File: src/design/fps_pkg.sv
// Functional notes
// - Frame interval counter makes evenly spaced frames
// - Continuous frame series schedules all sampling
// - Sample frame: frame start raises analog trigger
// - Non-sample frame: frame start raises digital trigger
// - Sample frame: analog end raises digital trigger
// - Started indications wait for oscillator switch
// - Started means phase begun and clock fast
// - Distinguish sample frames from non-sample frames
// - Any interleave of sample and non-sample frames
// - Debug leaves gating register behaviour unchanged
// - Sleep turns oscillator off, lowest power
// - Fast-clock stop keeps oscillator fast, analog phase
// - Slow-clock stop runs oscillator slow, idle phase
// - Sample frame start with analog enable: slow to fast stop
// - Debug keeps oscillator on at fast frequency
`default_nettype none
package fps_pkg;
   // Frame interval in reference clock cycles
   localparam int unsigned FRAME_LEN = 1000;
   localparam logic [15:0] FRAME_LAST = 16'(FRAME_LEN - 1);
   localparam logic [15:0] CNT_ZERO = 16'h0000;
   localparam logic [15:0] CNT_ONE = 16'h0001;
   // Oscillator switch latency in cycles
   localparam logic [3:0] OSC_SWITCH_CYC = 4'h8;
   localparam logic [3:0] WAIT_ZERO = 4'h0;
   localparam logic [3:0] WAIT_ONE = 4'h1;
   // Register indices
   localparam logic [3:0] ADDR_CTRL = 4'h0;
   localparam logic [3:0] ADDR_STOP = 4'h1;
   localparam logic [3:0] ADDR_STATUS = 4'h2;
   localparam logic [3:0] ADDR_FRAME = 4'h3;
   // Control register bit positions
   localparam int CTRL_COUNT_EN = 0;
   localparam int CTRL_SAMPLE_NEXT = 1;
   localparam int CTRL_DEBUG = 2;
   // Stop control register bit positions
   localparam int STOP_SLOW_SEL = 0;
   localparam int STOP_FAST_SEL = 1;
   localparam int STOP_NONE_SEL = 2;
   localparam int STOP_ANALOG_EN = 3;

   typedef enum {
      FPS_RESET,
      FPS_RUN,
      FPS_FAST_STOP,
      FPS_SLOW_STOP,
      FPS_NO_CLOCK
   } fps_mode_t;

   // Clock plan driven to the clock tree
   typedef struct packed {
      logic osc_on;
      logic osc_fast;
      logic cpu_clk_en;
      logic afe_clk_en;
   } fps_clk_t;

   // Phase trigger group
   typedef struct packed {
      logic start_analog;
      logic start_digital;
      logic analog_started;
      logic digital_started;
      logic frame_start;
   } fps_trig_t;
endpackage
`default_nettype wire

File: src/design/fps_frame_counter.sv
`default_nettype none
// Frame interval counter: emits one pulse per frame interval
module fps_frame_counter (
   input wire logic ref_clk_i,
   input wire logic rst_i,
   input wire logic enable_i,
   output logic frame_pulse_o,
   output logic [15:0] count_o
);
   typedef struct packed {
      logic [15:0] cnt;
      logic pulse;
   } fps_fc_state_t;

   fps_fc_state_t st_reg;
   fps_fc_state_t st_next;

   // Free count wraps at the frame length, giving evenly spaced pulses
   always_comb
   begin
      st_next = st_reg;
      st_next.pulse = 1'b0;
      if (enable_i)
      begin
         if (st_reg.cnt == fps_pkg::FRAME_LAST)
         begin
            st_next.cnt = fps_pkg::CNT_ZERO;
            st_next.pulse = 1'b1;
         end
         else
         begin
            st_next.cnt = st_reg.cnt + fps_pkg::CNT_ONE;
         end
      end
   end

   // State register
   always_ff @(posedge ref_clk_i)
   begin
      if (rst_i)
      begin
         st_reg <= '0;
      end
      else
      begin
         st_reg <= st_next;
      end
   end

   assign frame_pulse_o = st_reg.pulse;
   assign count_o = st_reg.cnt;
endmodule
`default_nettype wire

File: src/design/fps_frame_phase_sequencer.sv
`default_nettype none
// Frame phase sequencer: frame triggers, phase confirmations and clock plan
module fps_frame_phase_sequencer (
   input wire logic ref_clk_i,
   input wire logic rst_i,
   // Register port
   input wire logic [3:0] reg_addr_i,
   input wire logic [7:0] reg_wdata_i,
   input wire logic reg_wr_i,
   input wire logic reg_rd_i,
   output logic [7:0] reg_rdata_o,
   // CPU events
   input wire logic stop_instr_i,
   input wire logic wake_irq_i,
   // Analog front end end-of-phase, asynchronous
   input wire logic analog_done_i,
   // Trigger outputs
   output logic start_analog_o,
   output logic start_digital_o,
   output logic analog_started_o,
   output logic digital_started_o,
   // Clock plan
   output logic osc_on_o,
   output logic osc_fast_o,
   output logic cpu_clk_en_o,
   output logic afe_clk_en_o
);
   // Whole module state
   typedef struct packed {
      logic [7:0] ctrl;
      logic [7:0] stop;
      logic [7:0] rdata;
      fps_pkg::fps_mode_t mode;
      fps_pkg::fps_trig_t trig;
      fps_pkg::fps_clk_t clk;
      logic sample_frame;
      logic pend_analog;
      logic pend_digital;
      logic [3:0] osc_wait;
      logic [2:0] sync;
      logic done_seen;
   } fps_state_t;

   fps_state_t st_reg;
   fps_state_t st_next;
   logic frame_pulse;
   logic [15:0] frame_count;

   // Frame timebase; gated by the count enable bit
   fps_frame_counter u_frame (
      .ref_clk_i(ref_clk_i),
      .rst_i(rst_i),
      .enable_i(st_reg.ctrl[fps_pkg::CTRL_COUNT_EN]),
      .frame_pulse_o(frame_pulse),
      .count_o(frame_count)
   );

   // Clock plan for a mode; debug keeps every clock fast
   function automatic fps_pkg::fps_clk_t clk_plan(input fps_pkg::fps_mode_t m,
                                                  input logic dbg);
      fps_pkg::fps_clk_t c;
      c = '{osc_on: 1'b1, osc_fast: 1'b1, cpu_clk_en: 1'b1, afe_clk_en: 1'b1};
      if (dbg)
      begin
         c = c;
      end
      else
      begin
         case (m)
            fps_pkg::FPS_FAST_STOP:
            begin
               c.cpu_clk_en = 1'b0;
            end
            fps_pkg::FPS_SLOW_STOP:
            begin
               c.osc_fast = 1'b0;
               c.cpu_clk_en = 1'b0;
               c.afe_clk_en = 1'b0;
            end
            fps_pkg::FPS_NO_CLOCK:
            begin
               c = '0;
            end
            default:
            begin
               c = c;
            end
         endcase
      end
      return c;
   endfunction

   // Next state
   always_comb
   begin
      logic done_sync;
      logic done_rise;
      logic dbg;
      fps_pkg::fps_clk_t plan;
      done_sync = 1'b0;
      done_rise = 1'b0;
      dbg = 1'b0;
      plan = '0;
      st_next = st_reg;
      st_next.trig = '0;
      st_next.rdata = 8'h00;
      dbg = st_reg.ctrl[fps_pkg::CTRL_DEBUG];
      // Three-stage synchroniser; change counted when stages two and three agree
      st_next.sync = {st_reg.sync[1:0], analog_done_i};
      done_sync = st_reg.sync[1] & st_reg.sync[2];
      done_rise = done_sync & ~st_reg.done_seen;
      if (st_reg.sync[1] == st_reg.sync[2])
      begin
         st_next.done_seen = st_reg.sync[2];
      end
      // Register writes
      if (reg_wr_i)
      begin
         case (reg_addr_i)
            fps_pkg::ADDR_CTRL:
            begin
               st_next.ctrl = reg_wdata_i;
            end
            fps_pkg::ADDR_STOP:
            begin
               st_next.stop = reg_wdata_i;
            end
            default:
            begin
               st_next.ctrl = st_next.ctrl;
            end
         endcase
      end
      // Register reads, data valid next cycle
      if (reg_rd_i)
      begin
         case (reg_addr_i)
            fps_pkg::ADDR_CTRL: st_next.rdata = st_reg.ctrl;
            fps_pkg::ADDR_STOP: st_next.rdata = st_reg.stop;
            fps_pkg::ADDR_STATUS:
               st_next.rdata = {1'b0, st_reg.sample_frame, st_reg.pend_analog,
                                st_reg.pend_digital, 1'b0, 3'(st_reg.mode)};
            fps_pkg::ADDR_FRAME: st_next.rdata = frame_count[7:0];
            default: st_next.rdata = 8'h00;
         endcase
      end
      // Mode machine
      case (st_reg.mode)
         fps_pkg::FPS_RESET:
         begin
            st_next.mode = fps_pkg::FPS_RUN;
         end
         fps_pkg::FPS_RUN:
         begin
            if (stop_instr_i)
            begin
               // Debug emulates every stop as fast-clock stop
               if (dbg || st_reg.stop[fps_pkg::STOP_FAST_SEL])
                  st_next.mode = fps_pkg::FPS_FAST_STOP;
               else if (st_reg.stop[fps_pkg::STOP_SLOW_SEL])
                  st_next.mode = fps_pkg::FPS_SLOW_STOP;
               else if (st_reg.stop[fps_pkg::STOP_NONE_SEL])
                  st_next.mode = fps_pkg::FPS_NO_CLOCK;
            end
         end
         fps_pkg::FPS_SLOW_STOP:
         begin
            if (frame_pulse && st_reg.stop[fps_pkg::STOP_ANALOG_EN]
                && st_reg.ctrl[fps_pkg::CTRL_SAMPLE_NEXT])
               st_next.mode = fps_pkg::FPS_FAST_STOP;
            else if (frame_pulse || wake_irq_i)
               st_next.mode = fps_pkg::FPS_RUN;
         end
         fps_pkg::FPS_FAST_STOP:
         begin
            if (done_rise || wake_irq_i)
               st_next.mode = fps_pkg::FPS_RUN;
         end
         fps_pkg::FPS_NO_CLOCK:
         begin
            if (wake_irq_i)
               st_next.mode = fps_pkg::FPS_RUN;
         end
         default:
         begin
            st_next.mode = fps_pkg::FPS_RESET;
         end
      endcase
      // Frame start decides the frame kind and its trigger
      if (frame_pulse)
      begin
         st_next.trig.frame_start = 1'b1;
         st_next.sample_frame = st_reg.ctrl[fps_pkg::CTRL_SAMPLE_NEXT];
         if (st_reg.ctrl[fps_pkg::CTRL_SAMPLE_NEXT])
         begin
            st_next.trig.start_analog = 1'b1;
            st_next.pend_analog = 1'b1;
         end
         else
         begin
            st_next.trig.start_digital = 1'b1;
            st_next.pend_digital = 1'b1;
         end
      end
      // End of analog phase starts the digital phase of a sample frame
      if (done_rise && st_reg.sample_frame)
      begin
         st_next.trig.start_digital = 1'b1;
         st_next.pend_digital = 1'b1;
         st_next.sample_frame = 1'b0;
      end
      // Oscillator switch: count down while moving from slow or off to fast
      plan = clk_plan(st_next.mode, dbg);
      if (plan.osc_fast && !(st_reg.clk.osc_fast && st_reg.clk.osc_on))
         st_next.osc_wait = fps_pkg::OSC_SWITCH_CYC;
      else if (st_reg.osc_wait != fps_pkg::WAIT_ZERO)
         st_next.osc_wait = st_reg.osc_wait - fps_pkg::WAIT_ONE;
      st_next.clk = plan;
      // Confirmations only once the oscillator really runs fast
      if (st_reg.clk.osc_fast && st_reg.clk.osc_on && st_reg.osc_wait == fps_pkg::WAIT_ZERO)
      begin
         if (st_reg.pend_analog)
         begin
            st_next.trig.analog_started = 1'b1;
            st_next.pend_analog = 1'b0;
         end
         if (st_reg.pend_digital)
         begin
            st_next.trig.digital_started = 1'b1;
            st_next.pend_digital = 1'b0;
         end
      end
   end

   // State register
   always_ff @(posedge ref_clk_i)
   begin
      if (rst_i)
      begin
         st_reg <= '0;
         st_reg.mode <= fps_pkg::FPS_RESET;
         st_reg.clk <= '{osc_on: 1'b1, osc_fast: 1'b1, cpu_clk_en: 1'b1, afe_clk_en: 1'b1};
      end
      else
      begin
         st_reg <= st_next;
      end
   end

   assign reg_rdata_o = st_reg.rdata;
   assign start_analog_o = st_reg.trig.start_analog;
   assign start_digital_o = st_reg.trig.start_digital;
   assign analog_started_o = st_reg.trig.analog_started;
   assign digital_started_o = st_reg.trig.digital_started;
   assign osc_on_o = st_reg.clk.osc_on;
   assign osc_fast_o = st_reg.clk.osc_fast;
   assign cpu_clk_en_o = st_reg.clk.cpu_clk_en;
   assign afe_clk_en_o = st_reg.clk.afe_clk_en;
endmodule
`default_nettype wire

File: config.mk
export PLATFORM = sky130hd
export DESIGN_NAME = fps_frame_phase_sequencer
export DESIGN_NICKNAME = d
export VERILOG_FILES = /design/src/design/fps_pkg.sv /design/src/design/fps_frame_counter.sv /design/src/design/fps_frame_phase_sequencer.sv
export SDC_FILE = /design/constraint.sdc
export NUM_CORES = 1
export LEC_CHECK = 0
export ABC_CLOCK_PERIOD_IN_PS = 2100
export BUFFER_PORTS_ARGS = -buffer_cell sky130_fd_sc_hd__buf_4
export CORE_ASPECT_RATIO = 1.5
export CORE_UTILIZATION = 57
export CTS_CLUSTER_DIAMETER = 150
export CTS_CLUSTER_SIZE = 8
export DETAILED_ROUTE_END_ITERATION = 16
export PLACE_DENSITY = 0.89
export SLEW_MARGIN = 40
export SYNTH_ARGS = -nofsm -noshare
export SYNTH_HDL_FRONTEND = slang
export SYNTH_SLANG_ARGS = --single-unit
File: constraint.sdc
create_clock -name ref_clk_i -period 2.1 [get_ports ref_clk_i]
set_input_delay 0.21 -clock ref_clk_i [delete_from_list [all_inputs] [get_ports ref_clk_i]]
set_output_delay 0.21 -clock ref_clk_i [all_outputs]
set_load 0.1 [all_outputs]
======== Word level (Yosys, flattened, before mapping) ========
Index checks and enable logic that the tools add are counted.
cells by class
  add/subtract/negate cells ............... 2
  equality and inequality tests ........... 12
  mux-type cells .......................... 31
  bitwise operators ....................... 7
  reductions and logical operators ........ 26
operators by type and width
  cell                     count
  $mux W32                 8
  $pmux W32 S5             1
  $eq A32 B2 Y1 const B    4
  $eq A32 B3 Y1 const B    2
  $eq A32 B1 Y1 const B    1
  $logic_not A32 Y1        1
  $pmux W8 S4              1
  $add A16 B1 Y16 const B  1
  $eq A16 B10 Y1 const B   1
  $mux W16                 1
  $reduce_or A2 Y1         8
  $mux W1                  15
  $eq A4 B2 Y1 const B     2
  $logic_not A4 Y1         2
  $mux W4                  2
  $logic_and A1 B1 Y1      6
  $not A1 Y1               5
  $eq A4 B1 Y1 const B     1
  $mux W2                  2
  $reduce_and A2 Y1        2
  $reduce_bool A4 Y1       1
  $sub A4 B1 Y4 const B    1
  $logic_or A1 B1 Y1       3
  $mux W3                  1
  other kinds (5)          6
word-level totals
  register bits ........................... 92
  input bits .............................. 19
  output and inout port bits .............. 16
  word-level logic and storage cells ...... 99

======== Logic depth before layout (Yosys ltp) ========
  depth in word-level cells ............... 11
  gate-level depth with buffers ........... 7
  depth with buffers taken out ............ 7

======== Cells and area by module ========
A second synthesis with hierarchy kept.
unflattened totals
  cell total of the unflattened synthesis .. 332
  area total of the unflattened synthesis .. 3,444.6 sq um
modules (own cells, without submodules)
  module                     times used  cells an instance  area an instance (sq um)  seq. area each (sq um)
  fps_frame_phase_sequencer  1           240                2,656.3                   1,501.4
  fps_frame_counter          1           92                 788.3                     340.3

======== Worst setup path before layout ========
OpenSTA, ideal clock, no wires.
  path kind ............................... register -> register
  from .................................... register st_reg (netlist bit osc_on_o)
  to ...................................... register st_reg[4] (netlist name)
  setup time .............................. 0.086 ns
  arrival time ............................ 1.532 ns
  path slack .............................. 0.483 ns
  stages on the path, launching flop included .. 4
  buffers on the path ..................... 0
  clock period less this slack ............ 1.617 ns
  path through ............................ dfxtp_1 -> and3_1 -> nor2_1 -> a211oi_1
between the ends
  longest elaborated chain between the ends .. 4
RTL lines
  item                               line                              RTL
  start: declaration                 fps_frame_phase_sequencer.sv:44   fps_state_t st_reg;
  start signal: assignment           fps_frame_phase_sequencer.sv:246  st_reg <= st_next;
  $logic_and A1 B1 Y1                fps_frame_phase_sequencer.sv:214  if (plan.osc_fast && !(st_reg.clk.osc_fast && st_reg.clk.osc_on))
  $logic_not A1 Y1                   fps_frame_phase_sequencer.sv:214
  $logic_and A1 B1 Y1                fps_frame_phase_sequencer.sv:214
  $reduce_or A2 Y1 (no source line)  --
No other way between the ends.
A chain may end at the register's enable or synchronous reset.

======== Worst setup path in the final report ========
  from .................................... register st_reg[20] (netlist name)
  to ...................................... register st_reg[4] (netlist name)
between the ends
  longest elaborated chain between the ends .. 11
RTL lines
  item                                                   line                              RTL
  $mux W32                                               fps_frame_phase_sequencer.sv:162  else if (st_reg.stop[fps_pkg::STOP_NONE_SEL])
  $mux W32                                               fps_frame_phase_sequencer.sv:160  else if (st_reg.stop[fps_pkg::STOP_SLOW_SEL])
  $mux W32                                               fps_frame_phase_sequencer.sv:158  if (dbg || st_reg.stop[fps_pkg::STOP_FAST_SEL])
  $mux W32                                               fps_frame_phase_sequencer.sv:155  if (stop_instr_i)
  $pmux W32 S5 (*)                                       fps_frame_phase_sequencer.sv:148  case (st_reg.mode)
  $eq A32 B3 Y1 / $eq A32 B2 Y1 (equally long branches)  fps_frame_phase_sequencer.sv:69   case (m)
  $reduce_or A2 Y1 (no source line) (*)                  --
  $mux W1 (*)                                            fps_frame_phase_sequencer.sv:69
  $mux W3 (*)                                            fps_frame_phase_sequencer.sv:63   if (dbg)
  $logic_and A1 B1 Y1 (*)                                fps_frame_phase_sequencer.sv:214
  $reduce_or A2 Y1 (no source line) (*)                  --
Mark *: on every way between the ends. The rest lies on a longest branch, timed or not.

==> impl_results.md <==
- Status: completed
- Layout Nets: 404
- Vias: 2496
- Worst flop-to-flop path endpoint: st_reg[4]
- Area of the mapped netlist: 3390 um^2
- Ports: 35
- Arrival time worst endpoint: 2.08 ns
- Clk pwr share: 34.0%
- P&R area growth vs syn: 16.7%
- Hold depth: 2
- Pre-antenna DRT Iters: 4
- Placed cell count: 442
- R2r startpoint: st_reg[20]
- CTS max path bufs: 2
- Syn Area/Cell: 10.5 um^2
- Fin Setup TNS: 0 ns
- PnR worst setup slack: 0.296 ns
- Pre-CTS setup slack: 0.311 ns
- CTS tree: done
- Worst Path Buf+Inv: 0
- Global-route usage over all layers: 22.9%
- Delay-heaviest family, CP: compound AO/OA/AOI/OAI gates
- Worst vdd ir: 0.000357 V
- Clock Skew: 0.00768 ns
- Worst Setup Path Type: flop to flop
- Initial DRC count: 179
- Antenna cells: 0
- Psw: 0.000848 W
- Flop pwr share: 54.7%
- Sequential area share after synthesis: 54.3%
- Slew headroom: 59.7%
- Pwr dens: 852 nW/um^2
- Comb pwr share: 11.3%
- Clk root buf: clkbuf_8
- Non-Filler Instances: 458
- Largest net degree at the start of global routing: 31
- Final min period: 1.80 ns
- Antenna-violating nets left: 0
- Layout cells sized above 1: 16.8%
- Final Power: 0.00337 W
- Row cnt: 34
- MaxCap Viol Count: 0
- Clock sink total: 92
- DRT Wirelength: 6610 um
- Total CTS buffers: 9
- Max reg flops: 57
- FILL cells: 447
- HPWL Detailed: 4540 um
- Initial antenna violation count: 0
- Worst reg2reg path depth: 5
- Synth Warn #: 0
- Sw frac: 25.1%
- Flops & latches, synth: 92
- Die width: 65.0 um
- CP Cell Sequence: nand2b_1, a211o_1, a2111oi_4, o21ai_2, a211oi_1
- Final Max Slew Viols: 0
- Wire length per cell: 14.4 um
- Via density: 5.45
- Clock-pin slew on the worst setup and hold paths: 0.08 ns
- Hold bufs inserted after CTS: 0
- Core area: 5790 um^2
- H-tree depth: 3
- Post-synth EDFFs: 0
- Global-route wire length before repair: 10600 um
- Die Ht: 96.5 um
- Buffers on Ports: 34
- Mapped Cells: 323
- Asr flop ratio synth: 0%
- Pint: 0.00253 W
- Synth unique cells: 48
- Max Clk Rate: 554 MHz
- WHS Endpoint: st_next[2]
- # DRC: 0
- Initial Utilization: 58.6%
- Worst Path Max Fanout: 11
- Hold Vio Cnt, Final: 0
- CP max stage delay: 0.52 ns
- Total grt overflow: 0
- Die area: 6270 um^2
- Post_cts resized: 0
- CP max stage cell: dfxtp_1
- Vias in the first global route: 2347
- Setup Buffers After CTS: 0
- Hold WC Path Type: input pin to flop
- Dominant synthesized flop cell: dfxtp_1
- Setup slack, reg-to-reg: 0.30 ns
- Final GP Congestion: 0.827
- Leak: 1.68 nW
- Slew @ Worst Pin: 0.603 ns
- RSZ-0062 raised after global routing: false
- Final setup viols: 0
- Worst setup SP type: flop
- Crit. End Element: flop
- Min-delay src: analog_done_i
- Clock Latency Late Sink: 0.36 ns
- CP required: 2.37 ns
- Final worst-path cycle share: 85.9%
[stage by stage]
step | hold slack (ns) | area (um^2) | utilization [%]
floorplan | 0.338 | 3500 | -
global placement | 0.416 | 3760 | 65.0
detailed placement | 0.428 | 3760 | 65.0
CTS | 0.0434 | 3950 | 68.3
global route | 0.0575 | 3960 | 68.4
finish | 0.0597 | 3960 | 68.4
[worst reg2reg max path, delay by kind of cell (launching register included)]
family	cells	cell delay, ns
AOI/OAI and AO/OA	4	1.12
DFF	1	0.52
and+or+nand+nor	1	0.09
[how the worst max path moves through the flow]
stage	startpoint	endpoint	slack, ns	depth (start not counted)
floorplan	osc_on_o	st_reg[4]	0.48	3
global placement	st_reg[20]	st_reg[7]	0.38	5
CTS	st_reg[35]	st_reg[4]	0.17	5
detailed placement	st_reg[27]	st_reg[4]	0.31	5
global route	st_reg[35]	st_reg[6]	0.11	5
finish	st_reg[20]	st_reg[4]	0.30	5
[layout by cell type, fill, tap and decap left out, types with 2 or more instances in the layout]
master / count
mux2_2: 2
o21a_1: 2
clkbuf_8: 9
a22oi_1: 2
o21ai_1: 3
nor3_1: 7
and3_1: 6
or3_1: 2
nand2_1: 12
nand4_1: 7
nand3_1: 9
o21ai_0: 6
mux2i_1: 18
clkinv_2: 2
a211oi_1: 4
ha_1: 4
mux4_2: 5
nor2b_1: 13
dfxtp_1: 92
clkinv_4: 2
nor4_1: 9
inv_1: 8
and2_1: 3
conb_1: 29
nor2_1: 50
buf_4: 36
xor2_1: 10
o31ai_1: 2
a21oi_1: 5
xnor2_1: 6
[per-layer routing]
layer  vias to the layer above  share of wire [%]  track usage, %
met5                         -                  0               0
met4                         0                2.8            12.6
met3                        20                5.8            6.10
met2                        84                 54            41.7
met1                      1190                 37            23.5
li1                       1202                  -               -
[cell usage after synthesis, drive strengths merged (2+ instances only)]
cell    instances  area share (%)
a211oi          4            0.89
a21oi           6             1.0
a22oi           2            0.44
and2            3            0.55
and3            6             1.1
buf            13             2.5
clkbuf          4            0.44
dfxtp          92              54
ha              4             1.5
inv             8            0.89
mux2            2            0.66
mux2i          18             5.3
mux4            6             4.1
nand2          12             1.3
nand3           9             1.3
nand4           7             1.3
nor2           50             5.5
nor2b          13             2.4
nor3            7             1.0
nor3b           2            0.59
nor4           10             2.0
o21a            2            0.44
o21ai          10             1.6
o31ai           3            0.81
or3             2            0.37
xnor2           6             1.5
xor2           10             2.6
[final cells by class]
type | instances | area, um^2 | area share [%]
tap | 72 | 90.1 | 2.27
multi-input combinational | 234 | 1540 | 38.8
sequential | 92 | 1840 | 46.5
timing repair buffer | 36 | 270 | 6.82
clock buffer | 10 | 128 | 3.22
inverter | 8 | 30.0 | 0.758
clock inverter | 6 | 65.1 | 1.64
[kinds of logic (layout without fill, tap and decap cells)]
group                      count (synthesis)  in the layout  synth area share (%)
buffers and inverters                     25             60                  3.80
and+or+nand+nor                          125            125                  18.6
other                                      1             29                 0.111
DFF                                       92             92                  54.3
AOI/OAI and AO/OA                         34             34                  7.52
muxes                                     26             26                  10.1
xor gates and xnor gates                  16             16                  4.13
adders and majority gates                  4              4                  1.48
[power groups by stage]
stage / sequential (W) / combinational [W] / clock, W
after floorplan: 0.00187 / 0.000282 / 0
after global placement: 0.00188 / 0.000360 / 0
after detailed placement: 0.00189 / 0.000382 / 0
after CTS: 0.00185 / 0.000387 / 0.00117
after global routing: 0.00185 / 0.000435 / 0.00123
final: 0.00184 / 0.000381 / 0.00115
Note: power is estimated with default switching activity, not from simulation.
